`src/spk_pkg.sv`:
```
// Purpose: constants and types shared by the stream segment packer
// Assumes: seven-byte transfer unit, one unit per bus cycle
// Notes:   control byte = {message end, next control byte position, length}
package spk_pkg;
    localparam int unsigned CLK_PERIOD_NS   = 50;
    localparam int unsigned BUS_CYCLE_US    = 100;
    localparam int unsigned BUS_TICK_CYC    = (BUS_CYCLE_US * 1000) / CLK_PERIOD_NS;
    localparam int unsigned BUS_CNT_W       = 11;

    localparam int unsigned UNIT_BYTES      = 7;
    localparam int unsigned POS_W           = 3;
    localparam int unsigned SEG_LEN_W       = 6;
    localparam int unsigned SEG_MAX_LONG    = 63;
    localparam int unsigned SEG_BUF_DEPTH   = 63;

    localparam int unsigned CB_NEXT_POS_BIT = 6;
    localparam int unsigned CB_END_BIT      = 7;
    localparam logic [7:0]  IDLE_CB         = 8'h00;

    localparam int unsigned MODE_PACK_BIT   = 0;
    localparam int unsigned MODE_LONG_BIT   = 1;
    localparam logic [7:0]  MODE_RESET      = 8'h00;

    localparam logic [7:0]  SEQ_RESET       = 8'h00;

    localparam int unsigned FIFO_WIDTH      = 9;
    localparam int unsigned FIFO_DEPTH      = 16;
    localparam int unsigned FIFO_AW         = 4;

    typedef enum logic [4:0] {
        ST_WAIT   = 5'b00001,
        ST_GATHER = 5'b00010,
        ST_CTRL   = 5'b00100,
        ST_DATA   = 5'b01000,
        ST_SEND   = 5'b10000
    } spk_state_e;
endpackage : spk_pkg

```
`src/spk_fifo.sv`:
```
// Purpose: byte buffer between the message source and the packer
// Assumes: one clock, synchronous active-low reset
// Notes:   in_ready is registered so the source sees a flop
`timescale 1ns/10ps
`default_nettype none
module spk_fifo #(
    parameter int unsigned WIDTH = 9,
    parameter int unsigned DEPTH = 16,
    parameter int unsigned AW    = 4
) (
    input  wire logic             ref_clk,
    input  wire logic             rst_n,
    input  wire logic             in_valid,
    input  wire logic [WIDTH-1:0] in_data,
    output var  logic             in_ready,
    output logic                  out_valid,
    output logic [WIDTH-1:0]      out_data,
    input  wire logic             out_ready
);
    logic [WIDTH-1:0] mem [0:DEPTH-1];
    logic [AW-1:0]    wr_ptr_q;
    logic [AW-1:0]    rd_ptr_q;
    logic [AW:0]      cnt_q;
    logic [AW:0]      cnt_d;
    wire              push = in_valid & in_ready;
    wire              pop  = out_valid & out_ready;

    assign out_valid = (cnt_q != '0);
    assign out_data  = mem[rd_ptr_q];

    always_comb begin
        cnt_d = cnt_q;
        if (push & ~pop) begin
            cnt_d = cnt_q + 1'b1;
        end else if (pop & ~push) begin
            cnt_d = cnt_q - 1'b1;
        end
    end

    always_ff @(posedge ref_clk) begin
        if (push) begin
            mem[wr_ptr_q] <= in_data;
        end
    end

    always_ff @(posedge ref_clk) begin
        if (!rst_n) begin
            wr_ptr_q <= '0;
            rd_ptr_q <= '0;
            cnt_q    <= '0;
            in_ready <= 1'b0;
        end else begin
            wr_ptr_q <= push ? wr_ptr_q + 1'b1 : wr_ptr_q;
            rd_ptr_q <= pop ? rd_ptr_q + 1'b1 : rd_ptr_q;
            cnt_q    <= cnt_d;
            in_ready <= (cnt_d != (AW+1)'(DEPTH));
        end
    end
endmodule : spk_fifo
`default_nettype wire

```
`src/spk_packer.sv`:
```
// Purpose: split messages into segments and pack them into seven-byte units
// Assumes: source and controller logic run on ref_clk; no resync, no pipelining
// Notes:
// Notes on behaviour
// - both compact options may be enabled together
// - packing fills spare bytes with next segment
// - packing sets next-position flag on payload segments
// - without long segments every unit starts controlled
// - default segment payload at most width minus one
// - long segments up to 63 bytes span units
// - long mode allows pure payload continuation units
// - long messages split into several segments
// - every segment gets its own control byte
// - idle control byte when nothing more pending
// - length low bits, flags weigh 64, 128
// - message end flag only on last segment
// - mode bit0 packing, bit1 long, reset zero
// - default mode leaves spare bytes, new unit
// - sequence counter increments after each unit
`timescale 1ns/10ps
`default_nettype none
module spk_packer
    import spk_pkg::*;
(
    input  wire logic         ref_clk,
    input  wire logic         rst_n,
    input  wire logic         in_valid,
    input  wire logic [7:0]   in_data,
    input  wire logic         in_last,
    output var  logic         in_ready,
    input  wire logic [7:0]   compact_arrangement_mode_register,
    input  wire logic [7:0]   sequence_acknowledge,
    output var  logic [55:0]  unit_data,
    output var  logic         unit_strobe,
    output var  logic [7:0]   upstream_sequence_counter
);
    import spk_pkg::*;

    spk_state_e                st_q;
    spk_state_e                st_d;
    logic [BUS_CNT_W-1:0]      bus_cnt_q;
    logic                      tick_q;
    logic [7:0]                mode_q;
    logic [7:0]                unit_q [0:UNIT_BYTES-1];
    logic [7:0]                seg_buf [0:SEG_BUF_DEPTH-1];
    logic [POS_W-1:0]          pos_q;
    logic [SEG_LEN_W-1:0]      gcnt_q;
    logic [SEG_LEN_W-1:0]      rd_q;
    logic [SEG_LEN_W-1:0]      seg_len_q;
    logic                      seg_end_q;
    logic                      cont_q;
    logic                      mid_msg_q;
    logic                      idle_sent_q;
    logic [55:0]               unit_flat;

    wire                       pop;
    wire                       fifo_valid;
    wire [FIFO_WIDTH-1:0]      fifo_word;
    wire [7:0]                 fifo_data = fifo_word[7:0];
    wire                       fifo_last = fifo_word[8];

    spk_fifo #(
        .WIDTH     (FIFO_WIDTH),
        .DEPTH     (FIFO_DEPTH),
        .AW        (FIFO_AW)
    ) u_fifo (
        .ref_clk   (ref_clk),
        .rst_n     (rst_n),
        .in_valid  (in_valid),
        .in_data   ({in_last, in_data}),
        .in_ready  (in_ready),
        .out_valid (fifo_valid),
        .out_data  (fifo_word),
        .out_ready (pop)
    );

    // mode changes take effect only at a fresh unit outside a message
    wire pack_q = mode_q[MODE_PACK_BIT];
    wire long_q = mode_q[MODE_LONG_BIT];

    wire in_wait    = (st_q == ST_WAIT);
    wire in_gather  = (st_q == ST_GATHER);
    wire in_ctrl    = (st_q == ST_CTRL);
    wire in_data_st = (st_q == ST_DATA);
    wire in_send    = (st_q == ST_SEND);

    // no new unit before the previous one is acknowledged by the controller
    wire acked  = (sequence_acknowledge == upstream_sequence_counter);
    wire work   = cont_q | fifo_valid | (~idle_sent_q & ~mid_msg_q);
    wire start  = in_wait & tick_q & acked & work;
    wire remode = start & ~cont_q & ~mid_msg_q;

    // segment length limit follows the room left in the unit unless long
    wire [SEG_LEN_W-1:0] room_lim = SEG_LEN_W'(UNIT_BYTES - 1) - SEG_LEN_W'(pos_q);
    wire [SEG_LEN_W-1:0] seg_lim  = long_q ? SEG_LEN_W'(SEG_MAX_LONG)
                                           : room_lim;
    wire at_seg_start = (gcnt_q == '0);
    wire no_room  = in_gather & at_seg_start & ~long_q
                    & (pos_q >= POS_W'(UNIT_BYTES - 1));
    wire go_idle  = in_gather & at_seg_start & ~fifo_valid & ~mid_msg_q & ~no_room;
    wire idle_wr  = go_idle & ~((pos_q == '0) & idle_sent_q);
    assign pop    = in_gather & fifo_valid & ~no_room;
    wire [SEG_LEN_W-1:0] gcnt_inc = gcnt_q + 1'b1;
    // a message longer than the limit is cut into further segments
    wire seg_close = pop & (fifo_last | (gcnt_inc == seg_lim));

    // control byte: length, next-position flag, end flag
    wire [7:0] cb;
    assign cb[SEG_LEN_W-1:0]   = seg_len_q;
    assign cb[CB_NEXT_POS_BIT] = pack_q;
    assign cb[CB_END_BIT]      = seg_end_q;

    wire       wr_en   = in_ctrl | in_data_st | idle_wr;
    wire [7:0] wr_byte = in_ctrl ? cb
                       : in_data_st ? seg_buf[rd_q]
                       : IDLE_CB;
    wire unit_full    = (pos_q == POS_W'(UNIT_BYTES - 1));
    wire seg_last_b   = in_data_st & ((rd_q + 1'b1) == seg_len_q);
    // default mode: spare bytes after a message end stay unused
    wire close_after  = unit_full | (seg_end_q & ~pack_q);
    wire ctrl_spills  = in_ctrl & unit_full;
    wire data_spills  = in_data_st & unit_full & ~seg_last_b;

    always_comb begin
        st_d = st_q;
        case (st_q)
            ST_WAIT: begin
                if (start) begin
                    st_d = cont_q ? ST_DATA : ST_GATHER;
                end
            end
            ST_GATHER: begin
                if (no_room | idle_wr) begin
                    st_d = ST_SEND;
                end else if (go_idle) begin
                    st_d = ST_WAIT;
                end else if (seg_close) begin
                    st_d = ST_CTRL;
                end
            end
            ST_CTRL: begin
                st_d = unit_full ? ST_SEND : ST_DATA;
            end
            ST_DATA: begin
                if (seg_last_b) begin
                    st_d = close_after ? ST_SEND : ST_GATHER;
                end else if (unit_full) begin
                    st_d = ST_SEND;
                end
            end
            ST_SEND: begin
                st_d = ST_WAIT;
            end
            default: begin
                st_d = ST_WAIT;
            end
        endcase
    end

    always_ff @(posedge ref_clk) begin
        if (!rst_n) begin
            st_q <= ST_WAIT;
        end else begin
            st_q <= st_d;
        end
    end

    // bus cycle enable from the reference clock
    always_ff @(posedge ref_clk) begin
        if (!rst_n) begin
            bus_cnt_q <= '0;
            tick_q    <= 1'b0;
        end else begin
            tick_q    <= (bus_cnt_q == BUS_CNT_W'(BUS_TICK_CYC - 1));
            bus_cnt_q <= (bus_cnt_q == BUS_CNT_W'(BUS_TICK_CYC - 1)) ? '0
                                                                      : bus_cnt_q + 1'b1;
        end
    end

    // reserved mode bits are kept but never steer anything
    always_ff @(posedge ref_clk) begin
        if (!rst_n) begin
            mode_q <= MODE_RESET;
        end else if (remode) begin
            mode_q <= compact_arrangement_mode_register;
        end
    end

    genvar gi;
    generate
        for (gi = 0; gi < UNIT_BYTES; gi++) begin : g_unit
            wire hit = wr_en & (pos_q == POS_W'(gi));
            always_ff @(posedge ref_clk) begin
                if (!rst_n || start) begin
                    unit_q[gi] <= 8'h00;
                end else if (hit) begin
                    unit_q[gi] <= wr_byte;
                end
            end
            assign unit_flat[gi*8 +: 8] = unit_q[gi];
        end
    endgenerate

    // segment staging: a whole segment is held before its control byte goes out
    always_ff @(posedge ref_clk) begin
        if (pop) begin
            seg_buf[gcnt_q] <= fifo_data;
        end
    end

    always_ff @(posedge ref_clk) begin
        if (!rst_n) begin
            gcnt_q    <= '0;
            seg_len_q <= '0;
            seg_end_q <= 1'b0;
            mid_msg_q <= 1'b0;
        end else if (seg_close) begin
            gcnt_q    <= '0;
            seg_len_q <= gcnt_inc;
            seg_end_q <= fifo_last;
            mid_msg_q <= ~fifo_last;
        end else if (pop) begin
            gcnt_q    <= gcnt_inc;
        end
    end

    always_ff @(posedge ref_clk) begin
        if (!rst_n || start) begin
            pos_q <= '0;
        end else if (wr_en) begin
            pos_q <= pos_q + 1'b1;
        end
    end

    always_ff @(posedge ref_clk) begin
        if (!rst_n || in_ctrl) begin
            rd_q <= '0;
        end else if (in_data_st) begin
            rd_q <= rd_q + 1'b1;
        end
    end

    // remaining payload carries into the next unit without a control byte
    always_ff @(posedge ref_clk) begin
        if (!rst_n) begin
            cont_q <= 1'b0;
        end else if (ctrl_spills | data_spills) begin
            cont_q <= 1'b1;
        end else if (start) begin
            cont_q <= 1'b0;
        end
    end

    // one idle unit is sent when the stream runs dry, not one per bus cycle
    always_ff @(posedge ref_clk) begin
        if (!rst_n) begin
            idle_sent_q <= 1'b0;
        end else if (seg_close) begin
            idle_sent_q <= 1'b0;
        end else if (idle_wr) begin
            idle_sent_q <= 1'b1;
        end
    end

    always_ff @(posedge ref_clk) begin
        if (!rst_n) begin
            unit_data                 <= '0;
            unit_strobe               <= 1'b0;
            upstream_sequence_counter <= SEQ_RESET;
        end else begin
            unit_strobe <= in_send;
            if (in_send) begin
                unit_data                 <= unit_flat;
                upstream_sequence_counter <= upstream_sequence_counter + 1'b1;
            end
        end
    end
endmodule : spk_packer
`default_nettype wire

```
`config.mk`:
```
export PLATFORM = sky130hd
export DESIGN_NAME = spk_packer
export DESIGN_NICKNAME = d
export VERILOG_FILES = /design/src/spk_pkg.sv /design/src/spk_fifo.sv /design/src/spk_packer.sv
export SDC_FILE = /design/constraint.sdc
export NUM_CORES = 1
export LEC_CHECK = 0
export BUFFER_PORTS_ARGS = -buffer_cell sky130_fd_sc_hd__buf_2
export CAP_MARGIN = 20
export CORE_MARGIN = 1.5
export CORE_UTILIZATION = 26
export CTS_CLUSTER_DIAMETER = 100
export DETAILED_ROUTE_END_ITERATION = 8
export GPL_ROUTABILITY_DRIVEN = 0
export PLACE_DENSITY = 0.47
export RECOVER_POWER = 25
export SLEW_MARGIN = 15
export SYNTH_ARGS = -nofsm -noshare
export SYNTH_HDL_FRONTEND = slang
export SYNTH_SLANG_ARGS = --single-unit
export TNS_END_PERCENT = 5
```
`constraint.sdc`:
```
create_clock -name ref_clk -period 3.3 [get_ports ref_clk]
set_input_delay 0.165 -clock ref_clk [delete_from_list [all_inputs] [get_ports ref_clk]]
set_output_delay 0.165 -clock ref_clk [all_outputs]
set_load 0.05 [all_outputs]
```
==> flow_metrics.env <==
export IMPL_status="completed"
export IMPL_whs_path_depth=6
export IMPL_synth_avg_cell_area_um2=16.68
export IMPL_num_io_pins=94
export IMPL_area_delta_synth_final_pct=19.14
export IMPL_dieArea_um2=129500
export IMPL_end_kind="flip-flop"
export IMPL_dr_pass1_iters=5
export IMPL_synth_xor_area_share_pct=1.602
export IMPL_grt_pass1_wl_um=122200
export IMPL_synth_seq_cells=837
export IMPL_drc=0
export IMPL_p_clk_share_pct=45.0
export IMPL_power_internal_mw=17.09
export IMPL_min_from="sequence_acknowledge[5]"
export IMPL_start_util_pct=26.27
export IMPL_critPathArrivalTime_ns=3.65
export IMPL_grt_use_total_pct=12.53
export IMPL_worstRegToRegCells=7
export IMPL_hold_viol=0
export IMPL_synth_nets=2033
export IMPL_maxSlewHeadroom_pct=17.25
export IMPL_pwr_density_cell_nw_per_um2=545.1
export IMPL_clk_path_buf_depth=3
export IMPL_wl_per_cell_um=20.64
export IMPL_synth_edf_count=704
export IMPL_r2r_slack_ns=0.05
export IMPL_grt_ovfl_total=0
export IMPL_core_um2=126100
export IMPL_num_vias=18170
export IMPL_antenna_found_initial=0
export IMPL_grt_max_degree=66
export IMPL_p_switching_mw=4.413
export IMPL_ys_warn_count=0
export IMPL_worst_slew_pin_slew_ns=1.241
export IMPL_startpoint_type="flip-flop"
export IMPL_synthDistinctLibCells=77
export IMPL_finalSetupViolations=0
export IMPL_synth_seq_area_share_pct=71.88
export IMPL_mostFrequentLayoutCell="edfxtp_1"
export IMPL_finalInstanceArea_um2=39450
export IMPL_netlist_instances=1985
export IMPL_vias_per_cell=4.576
export IMPL_drive_above_1_share_pct=20.75
export IMPL_whs_endpoint="cont_q"
export IMPL_fin_crit_ns=3.251
export IMPL_synthAdderAreaFrac_pct=0.7557
export IMPL_mostFrequentLayoutCells="704 x edfxtp_1, 182 x nand2_1, 171 x nor2_1"
export IMPL_reg2reg_to="unit_q[1][4]"
export IMPL_io_buffers=87
export IMPL_worstSetupPathType="reg2reg"
export IMPL_hold_class="in2reg"
export IMPL_synth_simple_area_share_pct=7.795
export IMPL_synth_compound_area_share_pct=3.782
export IMPL_fmax_mhz=307.6
export IMPL_htree_levels=3
export IMPL_grt_pass1_vias=18830
export IMPL_cellLeakagePower_nw=12.25
export IMPL_nFillCells=12240
export IMPL_dpl_instance_area_um2=36600
export IMPL_synth_top_family_by_area="multiplexers"
export IMPL_synth_main_ff_cell="edfxtp_1"
export IMPL_drt_iter0_drc=1418
export IMPL_syn_area_um2=33110
export IMPL_cts_sinks=837
export IMPL_num_nets_final=2296
export IMPL_clk_latency_ns=0.66
export IMPL_die_width_um=359.9
export IMPL_crit_required_ns=3.70
export IMPL_routed_wl_um=81960
export IMPL_fin_tns_setup_ns=0
export IMPL_clock_skew_ns=0.02371
export IMPL_fp_dieH_um=359.9
export IMPL_rows=130
export IMPL_numCtsBuffers=91
export IMPL_path_max_fanout=20
export IMPL_dp_hpwl_um=52280
export IMPL_cts_tree="built"
export IMPL_rsz0062_at_grt="no"
export IMPL_drt_antenna_violating_nets=0
export IMPL_maxSlewViolCount=0
export IMPL_power_share_combinational_pct=1.5
export IMPL_async_flop_share_pct=0
export IMPL_vdd_ir_drop_max_v=0.0003835
export IMPL_holdWs_ns=0.2987
export IMPL_p_sw_share_pct=20.52
export IMPL_fin_crit_sh_pct=98.50
export IMPL_utilization_pct=31.30
export IMPL_muxShareOfSynthArea_pct=12.38
export IMPL_maxCapViolations=0
export IMPL_clk_pin_slew_worst_paths_ns=0.06
export IMPL_seq_power_share_pct=53.5
export IMPL_cts_root_buf="clkbuf_16"
-- cells by family after synthesis --
| family | Yosys count |
|---|---|
| flops | 837 |
| simple gates | 553 |
| mux | 201 |
| compound gates | 193 |
| buf+inv | 122 |
| xor+xnor | 59 |
| fa+ha+maj | 20 |
-- power groups by stage --
stage	clock, mW	sequential, mW	combinational [mW]
after floorplan	0	11.7	0.162
after global placement	0	11.7	0.310
after detailed placement	0	11.7	0.327
after CTS	9.94	11.5	0.342
after global routing	10.3	11.5	0.368
final	9.67	11.5	0.330
-- critical path: stages, from the launching register on --
cell and delay (ns):
dfxtp_4 0.71, buf_4 0.30, mux4_2 0.51, a211oi_1 0.62, nor4_1 0.23, nor4b_2 0.30, buf_4 0.25, nor2_1 0.06
-- per-layer routing --
layer,up-vias,GRT usage [%],share of wire [%]
met4,0,3.382,2.2
li1,8231,-,-
met3,109,2.095,3.7
met5,-,0,0
met1,9480,16.58,45
met2,351,21.18,49
-- registers in the layout, summed over array words and instances (netlist names), 2 cells and up, named ones only --
signal and cells:
u_fifo.rd_ptr_q 4, st_q 5, mode_q 2, seg_len_q 6
unit_data 56, upstream_sequence_counter 8, seg_buf 504, rd_q 6
pos_q 3, u_fifo.mem 144, bus_cnt_q 11, u_fifo.wr_ptr_q 4
gcnt_q 6, unit_q 56, u_fifo.cnt_q 5
-- layout make-up --
class / instances / area [um^2] / share of cell area (%)
antenna: 3 / 7.507 / 0.01903
clock buffer: 116 / 2464 / 6.245
clock inverter: 47 / 376.6 / 0.9546
inverter: 14 / 52.55 / 0.1332
multi-input combinational: 1026 / 8742 / 22.16
sequential: 837 / 23810 / 60.36
tap: 1650 / 2064 / 5.233
timing repair buffer: 278 / 1931 / 4.894
-- worst max-delay path by stage --
stage                    from       endpoint  slack, ns  depth (start not counted)
finish              flip-flop   unit_q[1][4]       0.05                          7
detailed placement  flip-flop   unit_q[6][0]      -0.07                          9
global placement    flip-flop   unit_q[5][0]      -0.29                          9
floorplan           flip-flop  seg_buf[0][0]       0.55                          4
global route        flip-flop   unit_q[6][0]       0.02                          8
CTS                 flip-flop   unit_q[3][1]       0.01                          7
-- through the flow --
| step | setup WS (ns) | instances | power (mW) |
|---|---|---|---|
| 5_1_grt | 0.02100 | 3968 | 22.19 |
| 2_1_floorplan | 0.5464 | 1985 | 11.88 |
| 4_1_cts | 0.01037 | 3967 | 21.78 |
| 3_3_place_gp | -0.2886 | 3791 | 12.03 |
| 3_5_place_dp | -0.07066 | 3791 | 12.05 |
| 6_report | 0.04947 | 3971 | 21.51 |
-- what timing repair did --
action / CTS / global route
setup buffers: 0 / 1
hold endpoints to repair: 152 / 0
pin swaps: 0 / 0
setup endpoints to repair: 14 / 65
gates cloned: 0 / 0
hold buffers: 13 / 0
resized for setup: 2 / 3
-- cell usage after synthesis (all sizes together), types with 5 or more instances --
cell type | n | area share (%)
edfxtp | 704 | 64
nand2 | 182 | 2.1
nor2 | 171 | 1.9
mux4 | 162 | 11
dfxtp | 133 | 8.0
a21oi | 79 | 1.2
buf | 55 | 1.0
clkbuf | 53 | 0.60
nor2b | 48 | 0.93
nand3 | 36 | 0.54
mux2i | 33 | 1.0
xor2 | 32 | 0.85
xnor2 | 26 | 0.69
o21ai | 24 | 0.36
ha | 20 | 0.76
o22ai | 19 | 0.36
a211oi | 18 | 0.41
and3 | 17 | 0.32
nand4 | 15 | 0.28
nor3 | 15 | 0.23
inv | 14 | 0.16
nor4 | 12 | 0.25
nand2b | 10 | 0.19
and2 | 8 | 0.15
or2 | 8 | 0.15
or3 | 7 | 0.13
mux2 | 6 | 0.20
nand3b | 5 | 0.11
nor3b | 5 | 0.11
nor4b | 5 | 0.15
Power figures use the tool's default switching activity.
